==> src/inc/ras_pkg.sv <==
package ras_pkg;
  localparam int ADDR_W = 15;
  localparam int DEPTH = 16;
  localparam logic [4:0] PTR_EMPTY = 5'h1F;
  localparam logic [4:0] PTR_WRAP = 5'h10;
  localparam logic [4:0] PTR_TOP_FULL = 5'h0F;
  localparam logic [4:0] PTR_RESET = 5'h1F;

  typedef struct packed {
    logic push;
    logic pop;
    logic [ADDR_W-1:0] ret_addr;
  } ras_req_t;

  typedef struct packed {
    logic [ADDR_W-1:0] pc_load;
    logic pc_load_valid;
  } ras_rsp_t;
endpackage

==> src/verilog/ras_fault.sv <==
`timescale 1ns/1ps
// flags a push past the sixteenth level or a pop past the first
module ras_fault (
  input wire logic [4:0] stack_level_pointer,
  input wire logic push,
  input wire logic pop,
  output logic push_over,
  output logic pop_under
);
  assign push_over = push && (stack_level_pointer == ras_pkg::PTR_TOP_FULL);
  assign pop_under = pop && (stack_level_pointer == ras_pkg::PTR_EMPTY);
endmodule // ras_fault

==> src/verilog/return_address_stack.sv <==
`timescale 1ns/1ps
// Summary of operation
// - push on every call and interrupt entry
// - return loads pc from top, then pops
// - push on full stack moves pointer to 0x10
// - pointer 0x10 aliases entry 0x00, overwrites
// - fault reset enabled: reset, keep entry 0x00
// - emptying return sets pointer to 0x1F
// - fault reset on over/underflow sets status flag

module return_address_stack #(
  parameter int ADDR_W = ras_pkg::ADDR_W
) (
  input wire logic core_clk,
  input wire logic rst,
  input wire ras_pkg::ras_req_t req,
  input wire logic stack_fault_reset_enable,
  input wire logic clear_overflow_flag,
  input wire logic clear_underflow_flag,
  output ras_pkg::ras_rsp_t rsp,
  output logic [4:0] stack_level_pointer,
  output logic [ADDR_W-1:0] top_entry,
  output logic stack_fault_reset,
  output logic stack_overflow_flag,
  output logic stack_underflow_flag
);

  // one word per level; entries are not cleared by reset
  logic [ADDR_W-1:0] mem [ras_pkg::DEPTH];

  // decoded request
  logic push_req;
  logic pop_req;
  logic [ADDR_W-1:0] push_data;

  // fault detection
  logic push_over;
  logic pop_under;
  logic fault_push;
  logic fault_pop;
  logic fault_any;

  // pointer and storage access
  logic [4:0] next_ptr;
  logic [3:0] write_slot;
  logic [3:0] read_slot;
  logic write_en;
  logic [ADDR_W-1:0] read_word;

  // sticky status flags
  logic next_overflow_flag;
  logic next_underflow_flag;

  // storage slot of a pointer value; 0x10 folds onto entry 0x00
  function automatic logic [3:0] slot(input logic [4:0] p);
    return p[3:0];
  endfunction

  function automatic logic is_empty(input logic [4:0] p);
    return p == ras_pkg::PTR_EMPTY;
  endfunction

  function automatic logic is_wrapped(input logic [4:0] p);
    return p == ras_pkg::PTR_WRAP;
  endfunction

  function automatic logic is_bottom(input logic [4:0] p);
    return p == 5'h00;
  endfunction

  // pointer after one push: empty goes to 0x00, the alias 0x10 moves on to 0x01
  function automatic logic [4:0] ptr_after_push(input logic [4:0] p);
    logic [4:0] n;
    n = 5'(p + 5'h01);
    if (is_empty(p)) begin
      n = 5'h00;
    end
    if (is_wrapped(p)) begin
      n = 5'h01;
    end
    return n;
  endfunction

  // pointer after one pop: leaving entry 0x00 or its alias empties the stack
  function automatic logic [4:0] ptr_after_pop(input logic [4:0] p);
    logic [4:0] n;
    n = 5'(p - 5'h01);
    if (is_bottom(p)) begin
      n = ras_pkg::PTR_EMPTY;
    end
    if (is_wrapped(p)) begin
      n = ras_pkg::PTR_EMPTY;
    end
    return n;
  endfunction

  // push wins when the sequencer raises both in one cycle
  assign push_req = req.push;
  assign pop_req = req.pop && !req.push;
  assign push_data = req.ret_addr;

  // level decode for over- and underflow
  ras_fault u_fault (
    .stack_level_pointer(stack_level_pointer),
    .push(push_req),
    .pop(pop_req),
    .push_over(push_over),
    .pop_under(pop_under)
  );

  // with the fault reset option off, over- and underflow simply wrap
  assign fault_push = push_over && stack_fault_reset_enable;
  assign fault_pop = pop_under && stack_fault_reset_enable;
  assign fault_any = fault_push || fault_pop;

  always_comb begin
    next_ptr = stack_level_pointer;
    case ({push_req, pop_req})
      2'b10: begin
        next_ptr = ptr_after_push(stack_level_pointer);
      end
      2'b01: begin
        next_ptr = ptr_after_pop(stack_level_pointer);
      end
      default: begin
        next_ptr = stack_level_pointer;
      end
    endcase
  end

  // an overflowing push under fault reset leaves entry 0x00 untouched
  always_comb begin
    write_en = push_req && !fault_push;
    write_slot = slot(next_ptr);
  end

  // top of stack as seen through the pointer
  always_comb begin
    read_slot = slot(stack_level_pointer);
    read_word = mem[read_slot];
  end

  // a fault puts the pointer back to its reset value
  always_ff @(posedge core_clk or posedge rst) begin
    if (rst) begin
      stack_level_pointer <= ras_pkg::PTR_RESET;
    end else if (fault_push) begin
      stack_level_pointer <= ras_pkg::PTR_RESET;
    end else if (fault_pop) begin
      stack_level_pointer <= ras_pkg::PTR_RESET;
    end else begin
      stack_level_pointer <= next_ptr;
    end
  end

  // return address storage
  always_ff @(posedge core_clk) begin
    if (write_en) begin
      mem[write_slot] <= push_data;
    end
  end

  // pc_load is only refreshed by a return so it holds the last popped address
  always_ff @(posedge core_clk or posedge rst) begin
    if (rst) begin
      rsp <= '0;
    end else begin
      rsp.pc_load_valid <= pop_req && !fault_pop;
      if (pop_req) begin
        rsp.pc_load <= read_word;
      end
    end
  end

  // one-cycle request for a device reset
  always_ff @(posedge core_clk or posedge rst) begin
    if (rst) begin
      stack_fault_reset <= 1'b0;
    end else begin
      stack_fault_reset <= fault_any;
    end
  end

  // a fault in the same cycle as a clear wins over the clear
  always_comb begin
    next_overflow_flag = stack_overflow_flag;
    next_underflow_flag = stack_underflow_flag;
    if (clear_overflow_flag) begin
      next_overflow_flag = 1'b0;
    end
    if (clear_underflow_flag) begin
      next_underflow_flag = 1'b0;
    end
    if (fault_push) begin
      next_overflow_flag = 1'b1;
    end
    if (fault_pop) begin
      next_underflow_flag = 1'b1;
    end
  end

  // overflow status
  always_ff @(posedge core_clk or posedge rst) begin
    if (rst) begin
      stack_overflow_flag <= 1'b0;
    end else begin
      stack_overflow_flag <= next_overflow_flag;
    end
  end

  // underflow status
  always_ff @(posedge core_clk or posedge rst) begin
    if (rst) begin
      stack_underflow_flag <= 1'b0;
    end else begin
      stack_underflow_flag <= next_underflow_flag;
    end
  end

  // combinational view of the top entry; meaningless while empty
  assign top_entry = read_word;
endmodule // return_address_stack

==> config.mk <==
export PLATFORM = sky130hd
export DESIGN_NAME = return_address_stack
export DESIGN_NICKNAME = d
export VERILOG_FILES = /design/src/inc/ras_pkg.sv /design/src/verilog/ras_fault.sv /design/src/verilog/return_address_stack.sv
export SDC_FILE = /design/constraint.sdc
export NUM_CORES = 1
export LEC_CHECK = 0
export BUFFER_PORTS_ARGS = -buffer_cell sky130_fd_sc_hd__buf_4
export CORE_UTILIZATION = 40
export CTS_BUF_LIST = sky130_fd_sc_hd__clkbuf_4
export DETAILED_ROUTE_END_ITERATION = 12
export GPL_ROUTABILITY_DRIVEN = 0
export PLACE_DENSITY = 0.59
export SYNTH_ARGS = -nofsm -noshare
export SYNTH_HDL_FRONTEND = slang
export SYNTH_SLANG_ARGS = --single-unit
==> constraint.sdc <==
create_clock -name core_clk -period 10.02 [get_ports core_clk]
set_clock_uncertainty 0.05 [all_clocks]
set_input_delay 3.006 -clock core_clk [delete_from_list [all_inputs] [get_ports core_clk]]
set_output_delay 3.006 -clock core_clk [all_outputs]
set_load 0.05 [all_outputs]
==> reports/qor.yml <==
timing:
  setup_viol: 0
  period_minus_slack_ns: 6.698
  max_freq_mhz: 149.3
  hold_violations: 0
  post-route-worst-setup-slack_ns: 3.322
  final.setup.tns_ns: 0
  worst_slew_pin_slew_ns: 1.342
  rsz0062_at_grt: "false"
  period_share_pct: 66.84
  max_slew_margin_pct: 9.781
  slew_viol_final: 0
power_and_ir_drop:
  p_per_area_mw_per_mm2: 324.4
  comb_power_share_pct: 37.1
  intPower_uw: 2522
  power.leakage_uw: 0.004223
  p_sw_share_pct: 37.09
  p_sw_uw: 1486
  clkPwrFrac_pct: 25.3
  ir_worst_vdd_mv: 0.2403
  pwr-share-seq_pct: 37.6
logic_synthesis:
  synth-seq-cells: 264
  synth_edf_count: 240
  synth-xor-area-share_pct: 0.08383
  ys_seq_area_share_pct: 74.79
  synth.distinct_cells: 48
  yosys.area_share.simple_pct: 3.222
  avgSynthCellArea_um2: 20.65
  yosysWarnings: 0
  muxShareOfSynthArea_pct: 15.08
  syn_area_mm2: 0.01045
  synth_top_family_by_area: "multiplexers"
  synth_area_leaders: "edfxtp_1 (69%), mux4_2 (13%), dfrtp_1 (4.6%), mux2_4 (1.7%), dfstp_2 (1.3%)"
  syn_nets: 532
  synth_top_area_share_pct: 68.98
  synth_top_area_cell: "edfxtp_1"
  yosys_most_used_dff: "edfxtp_1"
  async_reset_ff_share_pct: 9.091
  synthAdderAreaFrac_pct: 0.4790
  syn-instance-count: 506
  synth_compound_area_share_pct: 3.856
  synth_common_cells: "edfxtp_1 (240), mux4_2 (60), nand2_1 (35), dfrtp_1 (19)"
  yosysMostFrequentCell: "edfxtp_1"
detailed_routing:
  antenna_left: 0
  drt_pass1_iterations: 5
  drtIter0Drc: 490
  drt-total-wl_um: 23920
  num_vias: 5583
  route.detailed.drc: 0
  routedWlPerCell_um: 23.45
  routed_via_density: 5.474
cells_and_area:
  num-nets-final: 661
  fin_util_pct: 48.65
  regArea_mm2: 0.007818
  area_growth_syn_to_layout_pct: 18.28
  multi_input_area_mm2: 0.002475
  drive_above_1_share_pct: 43.40
  fin_cells: 1020
  filler_cell_count: 2178
  final_area_mm2: 0.01236
floorplanning:
  die_area_mm2: 0.02677
  fp-row-count: 58
  die_x_um: 163.6
  io_pins: 61
  chipHeight_um: 163.6
  core_area_mm2: 0.02540
  start_util_pct: 41.13
placement:
  placed_cells: 892
  placed_area_mm2: 0.01136
  place.port_buffers: 60
  dp_hpwl_um: 14840
  dpl_worst_slack_ns: 3.927
min_path:
  hold_path_class: "flop to flop"
clock_network:
  cts-root-buf: "clkbuf_4"
  clkSinkCount: 264
  cts_tree: "yes"
  worstSkewPairLatency_ns: 0.65
  ctsResizeCount: 0
  cts_buffers: 71
  ctsHoldBuffers: 0
  htreeDepth: 3
  cts_setup_buffers: 0
  clk_path_buf_depth: 3
  cts.reportedPaths.clkPinSlew_ns: 0.06
setup_path:
  worstPathMaxFanout: 32
  worstPathRequired_ns: 6.96
  arrival_ns: 3.64
  r2r_setup_slack_ns: 4.12
  crit_path_end_kind: "output port"
  startpoint_type: "flop"
  critical_path_class: "flop to output port"
global_routing:
  grt_pass1_wl_um: 36090
  first_global_vias: 5885
  gr-total-overflow: 0
  grt_max_degree: 47
  antenna_found_initial: 1
  grt_util_all_layers_pct: 18.87
outcome:
  status: "complete, no violations"
flow_run:
  max_cap_viol_count: 0
[final timing paths]
path                                                   from                          endpoint  cells past startpoint
setup / recovery           stack_level_pointer[0]$_DFF_PP1_                      top_entry[6]                      5
hold / removal                           rsp[1]$_DFFE_PP0P_                rsp[1]$_DFFE_PP0P_                      1
setup reg to reg           stack_level_pointer[0]$_DFF_PP1_              mem[0][12]$_DFFE_PP_                      8
hold reg to reg                          rsp[1]$_DFFE_PP0P_                rsp[1]$_DFFE_PP0P_                      1
max in group asynchronous                               rst  stack_level_pointer[1]$_DFF_PP1_                      3
min in group asynchronous                               rst                rsp[2]$_DFFE_PP0P_                      3
[cell type report]
type	count	area share, %
clock buffers	105	6.379
flip-flops and latches	264	63.26
clock inverters	22	1.559
well taps	330	3.341
inverters	8	0.2430
multi-input cells	205	20.03
diodes	1	0.02025
repair buffers	85	5.164
[cell families (layout without fill, tap and decap cells)]
kind of cell	Yosys count	after routing
xor+xnor	1	1
fa+ha+maj	4	4
compound gates	57	57
mux	76	76
other cells	0	1
flops	264	264
simple gates	67	67
buf+inv	37	220
[per-layer routing]
metal  wire length [µm]  part of all wire (%)  GRT usage, %  up-vias
met2              11590                    48         29.80      230
met3               1564                   6.5         3.961       39
met1              10350                    43         25.85     2900
li1                   -                     -             -     2414
met5                  0                     0             0        -
met4                416                   1.7         6.902        0
[metrics by stage]
stage,hold WS [ns],total power (µW)
after floorplan,0.6978,2595
after global placement,0.4441,3018
after detailed placement,0.4443,3036
after CTS,0.4659,4059
after global routing,0.4782,4199
final,0.4633,4008
[critical path, stage by stage, from the launching register on]
cell and delay (ns):
dfstp_2 1.01, buf_4 0.57, clkinv_1 0.70, nand2_1 0.24, a31oi_1 0.15, buf_4 0.25
[power by group through the flow]
stage	Combinational (µW)	Sequential, µW	Clock (µW)
after floorplan	994	1600	0
after global placement	1490	1530	0
after detailed placement	1500	1540	0
after CTS	1500	1510	1040
after global routing	1570	1530	1100
final	1490	1510	1010
[flip-flops by register name, indices dropped and copies added (netlist names)]
name                  count
stack_level_pointer       5
stack_overflow_flag       1
stack_underflow_flag      1
mem                     240
rsp                      16
stack_fault_reset         1
[cell usage in the layout (no fill, tap or decap), types with 7 or more instances in the layout]
master,instances
clkinv_1,16
dfrtp_1,19
a31oi_1,15
mux2_4,12
inv_1,7
mux4_2,60
buf_4,85
nand2_1,35
nor4_2,7
clkbuf_4,105
o22ai_1,15
edfxtp_1,240
a211oi_2,8
No activity file was read; power rests on OpenSTA's default activity.
